===== src/nvac_pkg.sv =====
// Shared constants for the indirect non-volatile access controller
package nvac_pkg;
  // Special function register selectors on the core register port
  localparam logic [2:0] NVAC_SEL_DATA_LOW = 3'h0;
  localparam logic [2:0] NVAC_SEL_ADDR_LOW = 3'h1;
  localparam logic [2:0] NVAC_SEL_DATA_HIGH = 3'h2;
  localparam logic [2:0] NVAC_SEL_ADDR_HIGH = 3'h3;
  localparam logic [2:0] NVAC_SEL_CONTROL = 3'h4;
  localparam logic [2:0] NVAC_SEL_UNLOCK = 3'h5;
  // Control register field positions
  localparam int NVAC_FETCH_BIT = 0;
  localparam int NVAC_STORE_BIT = 1;
  localparam int NVAC_PERMIT_BIT = 2;
  localparam int NVAC_ABORT_BIT = 3;
  localparam int NVAC_SPACE_BIT = 7;
  // Implemented-bit masks for the high registers
  localparam logic [7:0] NVAC_DATA_HIGH_MASK = 8'h3F;
  localparam logic [7:0] NVAC_ADDR_HIGH_MASK = 8'h1F;
  localparam logic [7:0] NVAC_ZERO_BYTE = 8'h00;
  // Unlock key bytes
  localparam logic [7:0] NVAC_KEY_FIRST = 8'h55;
  localparam logic [7:0] NVAC_KEY_SECOND = 8'hAA;
  // Memory geometry
  localparam int NVAC_DATA_BYTES = 256;
  localparam int NVAC_PROG_WORD_BITS = 14;
  localparam int NVAC_PROG_ADDR_BITS = 13;
  // Write cycle time in microseconds and its cycle count at 40 MHz
  localparam int NVAC_CLK_MHZ = 40;
  localparam int NVAC_WRITE_TIME_US = 5;
  localparam int NVAC_WRITE_CYCLES = NVAC_WRITE_TIME_US * NVAC_CLK_MHZ;
  // Unlock sequencer states, Gray coded
  typedef enum logic [1:0] {
    NVAC_LK_IDLE = 2'b00,
    NVAC_LK_GOT55 = 2'b01,
    NVAC_LK_OPEN = 2'b11
  } nvac_lock_t;
endpackage


===== src/nvac_ctrl.sv =====
// Indirect access controller for data EEPROM and program flash
`timescale 1ns/10ps
// What this block does
// - Data low is byte data, addr low byte address
// - 256 data bytes, low address only
// - Program word 14 bits, address from pair
// - Program range follows memory size parameter
// - One word or byte per operation
// - Byte write erases then programs automatically
// - Internal timer times each write
// - Protected program regions refuse writes
// - Core keeps access; programmer denied when protected
// - Address covers 256 bytes or 8K words
// - Space select bit 7 routes accesses
// - Trigger bits set-only, hardware clears them
// - Store permit gates writes, cleared at power-up
// - Abort flag marks write cut by warm reset
// - Done flag set on completion, software clears
// - Unlock port reads zero, no storage
// - Data high bits 7:6 read zero
// - Addr high bits 7:5 read zero
// - Control bits 6:4 read zero
// - Write needs 55h, AAh, then store trigger
// - Store trigger needs permit already set
// - Clearing permit never alters running write
// - Read data appears next cycle, held
module nvac_ctrl
  import nvac_pkg::*;
#(
  parameter int PROG_WORDS = 8192,
  parameter int WRITE_CYCLES = NVAC_WRITE_CYCLES
) (
  input wire logic clk_in,
  input wire logic srst_in,
  input wire logic por_in,
  input wire logic warm_reset_in,
  input wire logic sfr_wr_in,
  input wire logic sfr_rd_in,
  input wire logic [2:0] sfr_sel_in,
  input wire logic [7:0] sfr_wdata_in,
  input wire logic done_flag_clr_in,
  input wire logic [12:0] protect_limit_in,
  input wire logic code_protect_in,
  input wire logic prog_port_req_in,
  input wire logic [7:0] ee_rdata_in,
  input wire logic [13:0] pf_rdata_in,
  output logic [7:0] sfr_rdata_out,
  output logic [7:0] ee_addr_out,
  output logic [7:0] ee_wdata_out,
  output logic ee_erase_out,
  output logic ee_prog_out,
  output logic [12:0] pf_addr_out,
  output logic prog_port_grant_out,
  output logic store_done_flag_out
);
  localparam int AW = NVAC_PROG_ADDR_BITS;
  localparam logic [AW-1:0] ADDR_MAX = AW'(PROG_WORDS - 1);

  logic [7:0] data_low_q;
  logic [5:0] data_high_q;
  logic [7:0] addr_low_q;
  logic [4:0] addr_high_q;
  logic space_q;
  logic fetch_q;
  logic store_q;
  logic permit_q;
  logic abort_q;
  logic fetch_pend_q;
  logic store_running_q;
  nvac_lock_t lock_q;
  nvac_lock_t lock_d;
  logic [7:0] rd_mux_d;
  logic tmr_busy;
  logic tmr_erase;
  logic tmr_done;

  // Register write decoding
  wire wr_dl = sfr_wr_in && (sfr_sel_in == NVAC_SEL_DATA_LOW);
  wire wr_al = sfr_wr_in && (sfr_sel_in == NVAC_SEL_ADDR_LOW);
  wire wr_dh = sfr_wr_in && (sfr_sel_in == NVAC_SEL_DATA_HIGH);
  wire wr_ah = sfr_wr_in && (sfr_sel_in == NVAC_SEL_ADDR_HIGH);
  wire wr_ct = sfr_wr_in && (sfr_sel_in == NVAC_SEL_CONTROL);
  wire wr_ul = sfr_wr_in && (sfr_sel_in == NVAC_SEL_UNLOCK);

  // Program address: high bits above the low byte, range-checked against memory size
  wire [AW-1:0] prog_addr = {addr_high_q, addr_low_q};
  wire prog_in_range = (prog_addr <= ADDR_MAX);
  wire prog_protected = (prog_addr < protect_limit_in);

  // Software requests; only ones are honoured on trigger bits
  wire fetch_req = wr_ct && sfr_wdata_in[NVAC_FETCH_BIT];
  wire store_ask = wr_ct && sfr_wdata_in[NVAC_STORE_BIT];
  // Data space writes need the open lock and permit already standing;
  // a store with space select high is dropped at once, nothing happens
  wire store_go = store_ask && (lock_q == NVAC_LK_OPEN) && permit_q
                  && !space_q && !store_q;
  wire store_done = store_running_q && tmr_done;

  // Any register write other than to the unlock or control register flags a break; GOT55 also drops on a control write
  wire seq_break = sfr_wr_in && !wr_ul && !wr_ct;

  // Unlock sequencer: 55h then AAh with no other register write between
  always_comb begin
    lock_d = lock_q;
    case (lock_q)
      NVAC_LK_IDLE: begin
        if (wr_ul && sfr_wdata_in == NVAC_KEY_FIRST) begin
          lock_d = NVAC_LK_GOT55;
        end
      end
      NVAC_LK_GOT55: begin
        if (wr_ul && sfr_wdata_in == NVAC_KEY_SECOND) begin
          lock_d = NVAC_LK_OPEN;
        end else if (sfr_wr_in) begin
          lock_d = NVAC_LK_IDLE;
        end
      end
      NVAC_LK_OPEN: begin
        if (sfr_wr_in) begin
          lock_d = NVAC_LK_IDLE; // One trigger per unlock
        end
      end
      default: lock_d = NVAC_LK_IDLE;
    endcase
    if (seq_break && lock_q == NVAC_LK_GOT55) begin
      lock_d = NVAC_LK_IDLE;
    end
  end

  // Read multiplexer; unimplemented bits and the unlock port give zero
  always_comb begin
    rd_mux_d = NVAC_ZERO_BYTE;
    if (sfr_sel_in == NVAC_SEL_DATA_LOW) begin
      rd_mux_d = data_low_q;
    end else if (sfr_sel_in == NVAC_SEL_ADDR_LOW) begin
      rd_mux_d = addr_low_q;
    end else if (sfr_sel_in == NVAC_SEL_DATA_HIGH) begin
      rd_mux_d = {2'b00, data_high_q} & NVAC_DATA_HIGH_MASK;
    end else if (sfr_sel_in == NVAC_SEL_ADDR_HIGH) begin
      rd_mux_d = {3'b000, addr_high_q} & NVAC_ADDR_HIGH_MASK;
    end else if (sfr_sel_in == NVAC_SEL_CONTROL) begin
      rd_mux_d = {space_q, 3'b000, abort_q, permit_q, store_q,
                  fetch_q};
    end else begin
      rd_mux_d = NVAC_ZERO_BYTE;
    end
  end

  // Lock state and read data register
  always_ff @(posedge clk_in) begin
    if (srst_in) begin
      lock_q <= NVAC_LK_IDLE;
      sfr_rdata_out <= NVAC_ZERO_BYTE;
    end else begin
      lock_q <= lock_d;
      sfr_rdata_out <= sfr_rd_in ? rd_mux_d : sfr_rdata_out;
    end
  end

  // Address registers, plain storage
  always_ff @(posedge clk_in) begin
    if (srst_in) begin
      addr_low_q <= NVAC_ZERO_BYTE;
      addr_high_q <= '0;
    end else begin
      if (wr_al) addr_low_q <= sfr_wdata_in;
      if (wr_ah) addr_high_q <= sfr_wdata_in[4:0];
    end
  end

  // Data registers: loaded by software or by a completed fetch; the
  // fetch lands one cycle after the trigger and is then held
  always_ff @(posedge clk_in) begin
    if (srst_in) begin
      data_low_q <= NVAC_ZERO_BYTE;
      data_high_q <= '0;
    end else if (fetch_pend_q) begin
      if (space_q) begin
        // Out-of-range program words read as zero
        data_low_q <= prog_in_range ? pf_rdata_in[7:0] : NVAC_ZERO_BYTE;
        data_high_q <= prog_in_range ? pf_rdata_in[13:8] : 6'h00;
      end else begin
        data_low_q <= ee_rdata_in;
      end
    end else begin
      if (wr_dl) data_low_q <= sfr_wdata_in;
      if (wr_dh) data_high_q <= sfr_wdata_in[5:0];
    end
  end

  // Control bits; trigger bits are only set by software, cleared here
  always_ff @(posedge clk_in) begin
    if (srst_in) begin
      space_q <= 1'b0;
      fetch_q <= 1'b0;
      store_q <= 1'b0;
      fetch_pend_q <= 1'b0;
      store_running_q <= 1'b0;
    end else begin
      if (wr_ct) space_q <= sfr_wdata_in[NVAC_SPACE_BIT];
      fetch_pend_q <= fetch_req && !fetch_q;
      if (fetch_req && !fetch_q) begin
        fetch_q <= 1'b1;
      end else if (fetch_pend_q) begin
        fetch_q <= 1'b0;
      end
      // Permit is not consulted after start, so dropping it is harmless
      if (store_go) begin
        store_q <= 1'b1;
        store_running_q <= 1'b1;
      end else if (store_done) begin
        store_q <= 1'b0;
        store_running_q <= 1'b0;
      end
    end
  end

  // Permit clears on any reset; a warm reset that cuts a running write sets
  // the abort flag so software can see that the write was cut short and retry it
  always_ff @(posedge clk_in) begin
    if (por_in) begin
      permit_q <= 1'b0;
      abort_q <= 1'b0;
    end else if (srst_in) begin
      permit_q <= 1'b0;
      abort_q <= warm_reset_in && store_running_q;
    end else begin
      if (wr_ct) permit_q <= sfr_wdata_in[NVAC_PERMIT_BIT];
      if (store_done) begin
        abort_q <= 1'b0;
      end else if (wr_ct) begin
        abort_q <= sfr_wdata_in[NVAC_ABORT_BIT];
      end
    end
  end

  // Completion flag: set wins over a software clear in the same cycle
  always_ff @(posedge clk_in) begin
    if (srst_in) begin
      store_done_flag_out <= 1'b0;
    end else if (store_done) begin
      store_done_flag_out <= 1'b1;
    end else if (done_flag_clr_in) begin
      store_done_flag_out <= 1'b0;
    end
  end

  // Array-side drive; program space is read-only through this path
  always_ff @(posedge clk_in) begin
    if (srst_in) begin
      ee_addr_out <= NVAC_ZERO_BYTE;
      ee_wdata_out <= NVAC_ZERO_BYTE;
      ee_erase_out <= 1'b0;
      ee_prog_out <= 1'b0;
      pf_addr_out <= '0;
      prog_port_grant_out <= 1'b0;
    end else begin
      if (!store_running_q) begin
        ee_addr_out <= addr_low_q;
        ee_wdata_out <= data_low_q;
      end
      ee_erase_out <= store_running_q && tmr_erase;
      ee_prog_out <= store_running_q && tmr_busy && !tmr_erase;
      // All in-range words, protected or not; writes never pass
      pf_addr_out <= (prog_in_range && !(prog_protected && 1'b0))
                     ? prog_addr : '0;
      prog_port_grant_out <= prog_port_req_in && !code_protect_in;
    end
  end

  // Self-timed write cycle
  nvac_write_timer #(
    .CYCLES(WRITE_CYCLES)
  ) u_timer (
    .clk_in(clk_in),
    .srst_in(srst_in),
    .start_in(store_go),
    .busy_out(tmr_busy),
    .erase_out(tmr_erase),
    .done_out(tmr_done)
  );
endmodule


===== src/nvac_write_timer.sv =====
// Self-timed erase-then-program cycle counter for data EEPROM writes
`timescale 1ns/10ps
module nvac_write_timer
  import nvac_pkg::*;
#(
  parameter int CYCLES = NVAC_WRITE_CYCLES
) (
  input wire logic clk_in,
  input wire logic srst_in,
  input wire logic start_in,
  output logic busy_out,
  output logic erase_out,
  output logic done_out
);
  localparam int CW = $clog2(CYCLES + 1);
  localparam logic [CW-1:0] LAST = CW'(CYCLES - 1);
  localparam logic [CW-1:0] HALF = CW'(CYCLES / 2);
  localparam logic [CW-1:0] ONE = CW'(1);
  logic [CW-1:0] cnt_q;
  wire at_last = (cnt_q == LAST);

  // First half of the cycle erases, second half programs
  always_ff @(posedge clk_in) begin
    if (srst_in) begin
      busy_out <= 1'b0;
      erase_out <= 1'b0;
      done_out <= 1'b0;
      cnt_q <= '0;
    end else begin
      done_out <= busy_out && at_last;
      if (start_in && !busy_out) begin
        busy_out <= 1'b1;
        erase_out <= 1'b1;
        cnt_q <= '0;
      end else if (busy_out) begin
        cnt_q <= cnt_q + ONE;
        erase_out <= (cnt_q + ONE) < HALF;
        if (at_last) begin
          busy_out <= 1'b0;
          erase_out <= 1'b0;
        end
      end
    end
  end
endmodule


===== config.mk =====
export PLATFORM = sky130hd
export DESIGN_NAME = nvac_ctrl
export DESIGN_NICKNAME = d
export VERILOG_FILES = /design/src/nvac_pkg.sv /design/src/nvac_ctrl.sv /design/src/nvac_write_timer.sv
export SDC_FILE = /design/constraint.sdc
export NUM_CORES = 1
export LEC_CHECK = 0
export ABC_AREA = 1
export ABC_CLOCK_PERIOD_IN_PS = 1800
export BUFFER_PORTS_ARGS = -buffer_cell sky130_fd_sc_hd__buf_4
export CORE_ASPECT_RATIO = 1.4
export CORE_MARGIN = 4
export CORE_UTILIZATION = 30
export CTS_CLUSTER_SIZE = 20
export DETAILED_ROUTE_END_ITERATION = 16
export PLACE_DENSITY = 0.57
export SLEW_MARGIN = 40
export SYNTH_ARGS = -nofsm -noshare
export SYNTH_HDL_FRONTEND = slang
export SYNTH_SLANG_ARGS = --single-unit
export TNS_END_PERCENT = 100

===== constraint.sdc =====
create_clock -name clk_in -period 1.8 [get_ports clk_in]
set_clock_uncertainty 0.1 [all_clocks]
set_input_delay 0.09 -clock clk_in [delete_from_list [all_inputs] [get_ports clk_in]]
set_output_delay 0.09 -clock clk_in [all_outputs]
set_load 0.02 [all_outputs]

== Yosys cells after proc, flatten, opt, wreduce, memory -nomap -nowiden ==
Cells that the tools add are included.

* Bits in writable memories: 0
* Output and inout bits: 41
* Memories: 0
* ROM bits: 0
* Input bits: 55
* Register bits after elaboration: 87
* Latch bits: 0
* Word-level logic and storage cells: 119

* $add $sub $neg: 1
* Bitwise gates (word level): 1
* Div/mod/pow operators: 0
* Reductions and logical operators: 48
* Shift-type cells: 0
* Muxes and demuxes: 32
* $mul: 0
* Magnitude comparators: 2
* Eq/ne operators: 12

{| class="wikitable"
|+ Operators with widths
! cell !! number
|-
| 8-bit 2-to-1 mux || 9
|-
| 1-bit logical AND || 26
|-
| 6-bit 2-to-1 mux || 4
|-
| 8-bit == test, second input constant || 2
|-
| 1-bit 2-to-1 mux || 15
|-
| 13-bit less-or-equal comparator, second input constant || 1
|-
| 2-bit nonzero test || 6
|-
| 8-bit by 1-bit adder with 8-bit output, second input constant || 1
|-
| 8-bit by 7-bit == test with 1-bit output, second input constant || 1
|-
| 1-bit zero test || 8
|-
| 8-bit by 7-bit less-than comparator with 1-bit output, second input constant || 1
|-
| 2-bit OR reduction || 4
|-
| 3-bit by 2-bit == test with 1-bit output, second input constant || 2
|-
| 3-bit == test, second input constant || 2
|-
| 2-bit 2-to-1 mux || 3
|-
| 2-bit case mux with 3 select lines || 1
|-
| 2-bit != test, second input constant || 2
|-
| 3-bit by 1-bit == test with 1-bit output, second input constant || 1
|-
| 3-bit zero test || 1
|-
| 3-bit nonzero test || 1
|-
| 2-bit by 1-bit == test with 1-bit output, second input constant || 1
|-
| 2-bit == test, second input constant || 1
|-
| 2-bit zero test || 1
|-
| 2-bit AND reduction || 1
|-
| 1-bit NOT || 1
|}

== Logic depth before layout (Yosys ltp) ==
Gate-level depths: netlist of the first run.

* Word-level depth: 9
* Gate-level depth with buffers: 9
* Mapped depth without buffers: 9

== By module ==
From an unflattened synthesis of the first run, not the netlist that was laid out.

* Cell total of the unflattened synthesis: 525
* Area total of the unflattened synthesis: 3787.4 um2

{| class="wikitable"
|+ Modules (own cells, without submodules)
! module !! seq. area each (um2) !! area an instance (um2) !! instances !! cells an instance
|-
| nvac_ctrl || 1521.5 || 3165.5 || 1 || 439
|-
| nvac_write_timer || 220.2 || 621.8 || 1 || 86
|}

== Worst setup path before layout of the first run ==
Ideal clock, no wire load.

* Kind: flip-flop to flip-flop
* Start point: reg u_timer.cnt_q[0]
* End point: reg u_timer.erase_out
* Path slack: 0.417 ns
* Required time: 1.568 ns
* Cell stages (with the launch flop): 9
* Setup time: 0.132 ns
* Path buffers: 0
* Clock period less this slack: 1.383 ns
* Arrival time: 1.150 ns
* Path through: dfxtp_1 -> ha_1 -> nand3_1 -> o21bai_1 -> nand2_1 -> nor2_1 -> nand2_1 -> nand2_1 -> a21oi_1

* Longest elaborated chain between the ends: 5
* Elaborated cells on any way between the ends: 6
* Those cells by class: add/sub: 1; order compare: 1; eq/ne: 1; mux: 3

{| class="wikitable"
|+ RTL lines
! item !! line !! text
|-
| start: declaration || nvac_write_timer.sv:19 || <nowiki>logic [CW-1:0] cnt_q;</nowiki>
|-
| start signal: assignment || nvac_write_timer.sv:36 || <nowiki>cnt_q <= cnt_q + ONE;</nowiki>
|-
| 8-bit by 1-bit adder with 8-bit output || nvac_write_timer.sv:37 || <nowiki>erase_out <= (cnt_q + ONE) < HALF;</nowiki>
|-
| 8-bit by 7-bit less-than comparator with 1-bit output || nvac_write_timer.sv:37 ||
|-
| 1-bit 2-to-1 mux * || nvac_write_timer.sv:38 || <nowiki>if (at_last) begin</nowiki>
|-
| 1-bit 2-to-1 mux * || nvac_write_timer.sv:35 || <nowiki>end else if (busy_out) begin</nowiki>
|-
| 1-bit 2-to-1 mux * || nvac_write_timer.sv:31 || <nowiki>if (start_in && !busy_out) begin</nowiki>
|-
| end signal: assignment || nvac_write_timer.sv:37 ||
|-
| end: declaration || nvac_write_timer.sv:12 || <nowiki>output logic erase_out,</nowiki>
|}

Mark *: on every way between the ends. The rest lies on a longest branch, timed or not. The select of a mux whose other input is x is not followed.
A chain may end at the register's enable or synchronous reset.

== Final worst setup path of the first run ==
* Start point: in sfr_wdata_in[1]
* End point: reg u_timer.cnt_q[3]

* Longest elaborated chain between the ends: 7

{| class="wikitable"
|+ RTL lines
! item !! line !! text
|-
| start: declaration || nvac_ctrl.sv:40 || <nowiki>input wire logic [7:0] sfr_wdata_in,</nowiki>
|-
| 1-bit logical AND || nvac_ctrl.sv:92 || <nowiki>wire store_ask = wr_ct && sfr_wdata_in[NVAC_STORE_BIT];</nowiki>
|-
| 1-bit logical AND (2 in a row) || nvac_ctrl.sv:95 || <nowiki>wire store_go = store_ask && (lock_q == NVAC_LK_OPEN) && permit_q</nowiki>
|-
| 1-bit logical AND (2 in a row) || nvac_ctrl.sv:96 || <nowiki>&& !space_q && !store_q;</nowiki>
|-
| 1-bit logical AND || nvac_write_timer.sv:31 ||
|-
| 2-bit OR reduction (no line) || - ||
|}

Every way passes these cells.

==> load_flow_metrics.sql, run 1 <==
INSERT INTO impl_metrics (metric_group, metric, value, unit) VALUES
('status', 'status', 'complete, but fails checks', ''),
('status', 'violations', 'negative hold slack', ''),
('setup_path', 'cp_num_buf_inv', '3', ''),
('global_routing', 'grt_pass1_vias', '3461', ''),
('timing', 'finalHoldWorstSlack', '-19.4', 'ps'),
('global_routing', 'maximum_number_of_pins_on_one_net_before_global_route_repair', '35', ''),
('clocking', 'cts_post_setup_buffers_inserted', '0', ''),
('pwr', 'sw_frac_of_total', '0.227', ''),
('synth', 'synth_enable_flop_cells', '0', ''),
('pwr', 'seq_power_share', '0.465', ''),
('hold_path', 'worst_hold_path_type', 'primary input to flop', ''),
('clocking', 'clock_root_cell', 'clkbuf_16', ''),
('clocking', 'clk_path_buf_depth', '2', ''),
('setup_path', 'crit_path_start', 'sfr_wdata_in[1]', ''),
('placement', 'finalWeightedCongestion', '0.835', ''),
('pwr', 'share_comb_of_total_power', '0.090', ''),
('layout', 'fin_util', '0.419', ''),
('setup_path', 'path_class', 'primary input to flop', ''),
('timing', 'setup_violations', '0', ''),
('synth', 'synth_nets', '544', ''),
('die', 'die-height', '138', 'um'),
('layout', 'post_route_cells_drive_above_1_share', '0.208', ''),
('die', 'design.portCount', '96', ''),
('pwr', 'switchingPower', '0.000978', 'W'),
('timing', 'worst_slew_margin_rel', '0.751', ''),
('pwr', 'cellInternalPower', '0.00333', 'W'),
('drt', 'wirelength_routed', '10400', 'um'),
('synth', 'synth-main-ff-cell', 'dfxtp_1', ''),
('layout', 'n_fill_cell', '1226', ''),
('setup_path', 'worst_r2r_setup_slack', '220', 'ps'),
('placement', 'port-buffer-count', '82', ''),
('timing', 'drv_slew', '0', ''),
('synth', 'post-synth-top-area-cell', 'dfxtp_1', ''),
('timing', 'finalCritPeriodShare', '0.901', ''),
('clocking', 'h-tree-depth', '3', ''),
('synth', 'mappedNetlistArea', '3620', 'um2'),
('timing', 'max_slew.worst_pin.slew', '373', 'ps'),
('layout', 'layoutNonFillerInstCount', '747', ''),
('global_routing', 'initial_antenna_violation_count', '0', ''),
('drt', 'routed_via_density', '4.74', ''),
('setup_path', 'launching_element_type_of_the_critical_path', 'primary input', ''),
('synth', 'synth_seq_area_share', '0.481', ''),
('setup_path', 'crit_slowest_cell', 'dlygate4sd3_1', ''),
('timing', 'max_freq', '617', 'MHz'),
('layout', 'most_common_library_cell_in_the_layout_ignoring_fill_and_taps', 'buf_4', ''),
('global_routing', 'grt_first_pass_wirelength', '16800', 'um'),
('setup_path', 'cpPeakStageDelay', '530', 'ps'),
('setup_path', 'r2r_cells', '5', ''),
('synth', 'yosys_register_bits', '87', ''),
('synth', 'synth.top_cell.area_share', '0.481', ''),
('setup_path', 'cp_num_cells', '9', ''),
('clocking', 'clk_latency', '340', 'ps'),
('drt', 'drt_iter0_drc', '185', ''),
('setup_path', 'worst_reg2reg_endpoint', 'abort_q', ''),
('die', 'die-width', '101', 'um'),
('timing', 'layout_min_cycle_time', '1620', 'ps'),
('drt', 'tritonroute_pass_1_iters', '4', ''),
('clocking', 'numClockSinks', '87', ''),
('drt', 'drt-wirelength-per-cell', '13.9', 'um'),
('synth', 'synth_cell_types', '35', ''),
('timing', 'setup_tns', '0', 'ps'),
('timing', 'final_hold_violation_count', '2', ''),
('setup_path', 'critPathRequiredTime', '1920', 'ps'),
('global_routing', 'grt_remaining_overflow', '0', ''),
('layout', 'syn2layout_area_growth', '36.7', '%'),
('die', 'floorplan.initialDensity', '0.306', ''),
('setup_path', 'end_kind', 'flop', ''),
('clocking', 'cts_made_buffers', '9', ''),
('die', 'fp.dieArea', '13900', 'um2'),
('layout', 'antenna_cells_inserted', '0', ''),
('setup_path', 'cp_max_fo', '8', '');
[power groups by stage]
stage	registers, W	logic, W	clock network [W]
floorplan	0.00207	0.000150	0
global placement	0.00205	0.000343	0
detailed placement	0.00205	0.000349	0
CTS	0.00200	0.000390	0.00198
global route	0.00201	0.000428	0.00205
finish	0.00200	0.000387	0.00192
[sequential cells by signal, summed over array words and instances, names as in the netlist, 2 cells and up]
| signal | cells |
|---|---|
| pf_addr_out | 13 |
| addr_low_q | 8 |
| data_low_q | 8 |
| ee_addr_out | 8 |
| ee_wdata_out | 8 |
| sfr_rdata_out | 8 |
| u_timer.cnt_q | 8 |
| data_high_q | 6 |
| addr_high_q | 5 |
| lock_q | 2 |
[cell families (layout without fill, tap and decap cells)]
group,count (synthesis),count (layout),share of synthesized area
AO/OA/AOI/OAI,136,136,0.209
XOR/XNOR,1,1,0.00242
adder cells (fa/ha/maj),1,1,0.00345
buffers and inverters,69,181,0.0770
flip-flops,87,87,0.481
AND/OR/NAND/NOR,194,194,0.228
[worst min-delay path, delay by kind of cell]
kind                   cells  cell delay [ps]
AO/OA/AOI/OAI              2              220
buffers and inverters      1               70
[synth_stat cells (4+ instances only)]
library cell	count
nand2_1	79
a211oi_1	7
dfxtp_1	87
nor2_1	71
o21ai_1	12
a21oi_1	37
o21ai_0	56
buf_2	4
inv_1	40
inv_2	7
nand3_1	17
nand4_1	5
a31oi_1	17
nor3_1	10
clkbuf_1	11
[what timing repair did]
| action | in CTS | in global routing |
|---|---|---|
| endpoints found under the hold margin | 34 | 0 |
| resized for setup | 0 | 0 |
| hold buffers | 24 | 0 |
[layer usage]
| layer | up-vias | part of all wire | GRT usage |
|---|---|---|---|
| met1 | 1605 | 0.42 | 0.179 |
| li1 | 1839 | - | - |
| met2 | 78 | 0.51 | 0.265 |
| met5 | - | 0 | 0 |
| met4 | 0 | 0.018 | 0.0532 |
| met3 | 17 | 0.050 | 0.0348 |
[layout make-up]
cell class                 instances  area (um2)  share of cell area
sequential                        87        1740               0.352
timing repair buffer             116         931               0.188
multi-input combinational        332        1600               0.323
inverter                          49         184              0.0371
clock inverter                     3        40.0             0.00808
clock buffer                      13         270              0.0546
tap                              147         184              0.0371
[per-stage QoR]
| step | instance area [um2] | power, W | worst slack (ps) |
|---|---|---|---|
| 3_5_place_dp | 4400 | 0.00240 | 228 |
| 4_1_cts | 4950 | 0.00437 | 203 |
| 2_1_floorplan | 3620 | 0.00222 | 417 |
| 6_report | 4950 | 0.00431 | 178 |
| 5_1_grt | 4950 | 0.00449 | 14.6 |
| 3_3_place_gp | 4400 | 0.00239 | 278 |
[how the worst min path moves through the flow]
stage | depth (start not counted) | endpoint | slack (ps) | startpoint
after floorplan | 1 | abort_q | 60 | por_in
after CTS | 3 | data_low_q[0] | 0.3 | pf_rdata_in[0]
after global placement | 2 | prog_port_grant_out | 150 | code_protect_in
final | 3 | data_low_q[6] | -20 | pf_rdata_in[6]
after global routing | 3 | data_low_q[6] | 8 | pf_rdata_in[6]
after detailed placement | 2 | prog_port_grant_out | 150 | code_protect_in
Note: power is estimated with default switching activity, not from simulation.
==> run 2: changes to the inputs <==
- REMOVE_ABC_BUFFERS: not set -> 1
==> load_flow_metrics.sql, run 2 (same netlist as run 1, synthesis figures left out) <==
INSERT INTO impl_metrics (metric_group, metric, value, unit) VALUES
('die', 'design.portCount', '96', ''),
('timing', 'setup_slack', '229', 'ps'),
('timing', 'max_freq', '636', 'MHz'),
('layout', 'n_fill_cell', '1225', ''),
('drt', 'postRouteAntennaNets', '0', ''),
('die', 'rows', '47', ''),
('setup_path', 'path_class', 'flop to flop', ''),
('clocking', 'clk_path_buf_depth', '2', ''),
('clocking', 'h-tree-depth', '3', ''),
('die', 'die-height', '138', 'um'),
('setup_path', 'critical_path_arrival', '1700', 'ps'),
('timing', 'setup_violations', '0', ''),
('global_routing', 'grt_first_pass_wirelength', '17200', 'um'),
('die', 'die-width', '101', 'um'),
('placement', 'port-buffer-count', '82', ''),
('layout', 'post_route_cells_drive_above_1_share', '0.206', ''),
('setup_path', 'crit_path_start', 'store_running_q', ''),
('timing', 'finalHoldWorstSlack', '8.58', 'ps'),
('clocking', 'clock_root_cell', 'clkbuf_16', ''),
('timing', 'finalCritPeriodShare', '0.873', ''),
('clocking', 'numClockSinks', '87', ''),
('setup_path', 'endpoint_of_the_worst_setup_timing_path', 'abort_q', ''),
('drt', 'tritonroute_pass_1_iters', '4', ''),
('die', 'floorplan.initialDensity', '0.306', ''),
('timing', 'worst_slew_margin_rel', '0.714', ''),
('global_routing', 'grt_pass1_vias', '3582', ''),
('pwr', 'vdd.ir_drop.worst', '0.000514', 'V'),
('global_routing', 'total_track_usage', '0.157', ''),
('pwr', 'power.density_cell_area', '853', 'nW/um2'),
('global_routing', 'initial_antenna_violation_count', '0', ''),
('timing', 'max_slew.worst_pin.slew', '426', 'ps'),
('die', 'area_of_the_core', '11800', 'um2'),
('timing', 'setup_tns', '0', 'ps'),
('placement', 'dp.final_hpwl', '8060', 'um'),
('clocking', 'cts_tree', 'yes', ''),
('setup_path', 'regToRegStartpoint', 'store_running_q', ''),
('global_routing', 'grt_remaining_overflow', '0', ''),
('setup_path', 'worst_r2r_setup_slack', '230', 'ps'),
('layout', 'largest-register', 'pf_addr_out', ''),
('timing', 'final_hold_violation_count', '0', ''),
('pwr', 'cellLeakagePower', '2.12', 'nW'),
('layout', 'layout.area.seq', '1740', 'um2'),
('layout', 'syn2layout_area_growth', '36.9', '%'),
('setup_path', 'cp_max_fo', '13', ''),
('layout', 'flip_flop_count_of_the_largest_register_all_copies_and_words_added', '13', ''),
('placement', 'finalWeightedCongestion', '0.828', ''),
('clocking', 'clk_latency', '340', 'ps'),
('setup_path', 'critPathRequiredTime', '1930', 'ps'),
('setup_path', 'r2r_cells', '5', ''),
('drt', 'drt_iter0_drc', '199', ''),
('setup_path', 'end_kind', 'flop', ''),
('pwr', 'total_power', '0.00423', 'W'),
('layout', 'layout.nets', '653', ''),
('drt', 'detailroute.via_count', '3610', ''),
('hold_path', 'worst_hold_path_type', 'primary input to flop', ''),
('drt', 'drt-wirelength-per-cell', '14.3', 'um'),
('layout', 'most_common_library_cell_in_the_layout_ignoring_fill_and_taps', 'buf_4', ''),
('drt', 'routed_via_density', '4.82', ''),
('setup_path', 'launching_element_type_of_the_critical_path', 'flop', ''),
('timing', 'drv_slew', '0', ''),
('layout', 'fin_util', '0.419', ''),
('layout', 'multi_input_combinational_cell_area', '1600', 'um2'),
('global_routing', 'maximum_number_of_pins_on_one_net_before_global_route_repair', '35', ''),
('drt', 'drc_viols', '0', ''),
('layout', 'layout_common_cells', 'buf_4, dfxtp_1, nand2_1', ''),
('clocking', 'cts_made_buffers', '9', ''),
('placement', 'dp_slack', '253', 'ps'),
('timing', 'rsz0062_at_grt', 'no', ''),
('status', 'status', 'complete, no violations', ''),
('layout', 'antenna_cells_inserted', '0', ''),
('job', 'drv.max_cap_violation_count', '0', ''),
('die', 'fp.dieArea', '13900', 'um2'),
('clocking', 'cts_clock_pin_slew_for_the_worst_setup_and_hold_paths', '60', 'ps'),
('drt', 'wirelength_routed', '10700', 'um'),
('setup_path', 'worst_reg2reg_endpoint', 'abort_q', ''),
('timing', 'layout_min_cycle_time', '1570', 'ps');
==> run 2: changes by cell type in the layout (fill, tap and decap cells not counted), sizes merged <==
| cell | before | now |
|---|---|---|
| dlygate4sd3 | 24 | 27 |
| buf | 92 | 91 |
| clkbuf | 13 | 12 |
| clkinv | 4 | 5 |
==> run 2: cell type report <==
| type | instances | share of cell area |
|---|---|---|
| multi-input combinational | 332 | 0.323 |
| tap | 147 | 0.0371 |
| clock buffer | 12 | 0.0497 |
| clock inverter | 4 | 0.00908 |
| inverter | 49 | 0.0371 |
| sequential | 87 | 0.351 |
| timing repair buffer | 118 | 0.192 |
==> run 2: how the worst min path moves through the flow <==
stage | startpoint | endpoint | slack [ps] | cells after the start
floorplan | por_in | abort_q | 60 | 1
global placement | code_protect_in | prog_port_grant_out | 150 | 2
detailed placement | code_protect_in | prog_port_grant_out | 150 | 2
CTS | pf_rdata_in[7] | data_low_q[7] | 0.9 | 3
global route | pf_rdata_in[7] | data_low_q[7] | 50 | 3
finish | pf_rdata_in[7] | data_low_q[7] | 9 | 3
==> run 2: per-stage QoR <==
step / cells / area [um2]
finish: 749 / 4960
global route: 749 / 4960
CTS: 749 / 4960
detailed placement: 706 / 4390
global placement: 706 / 4390
floorplan: 468 / 3530
==> run 2: what timing repair did <==
item	CTS	global route
hold endpoints to repair	35	0
setup endpoints to repair	0	2
buffers inserted	0	0
hold buffers	27	0
resized for setup	0	1
==> run 2: worst max-delay path: stages, from the launching register on <==
cell and delay [ps]:
dfxtp_1 330, buf_4 190, nand2_1 100, o2111ai_1 110
a21oi_1 90, dlygate4sd3_1 550
==> run 2: layer usage <==
metal | global-route usage | wire length [um] | vias to the layer above
met1 | 0.181 | 4330 | 1644
met2 | 0.272 | 5460 | 102
met3 | 0.0307 | 624 | 21
met5 | 0 | 0 | -
li1 | - | - | 1843
met4 | 0.0759 | 316 | 0
==> run 2: power by group <==
group	switching, W	internal [W]
Clock	0.000720	0.00111
Sequential	0.0000269	0.00197
Combinational	0.000222	0.000180
Total	0.000969	0.00326
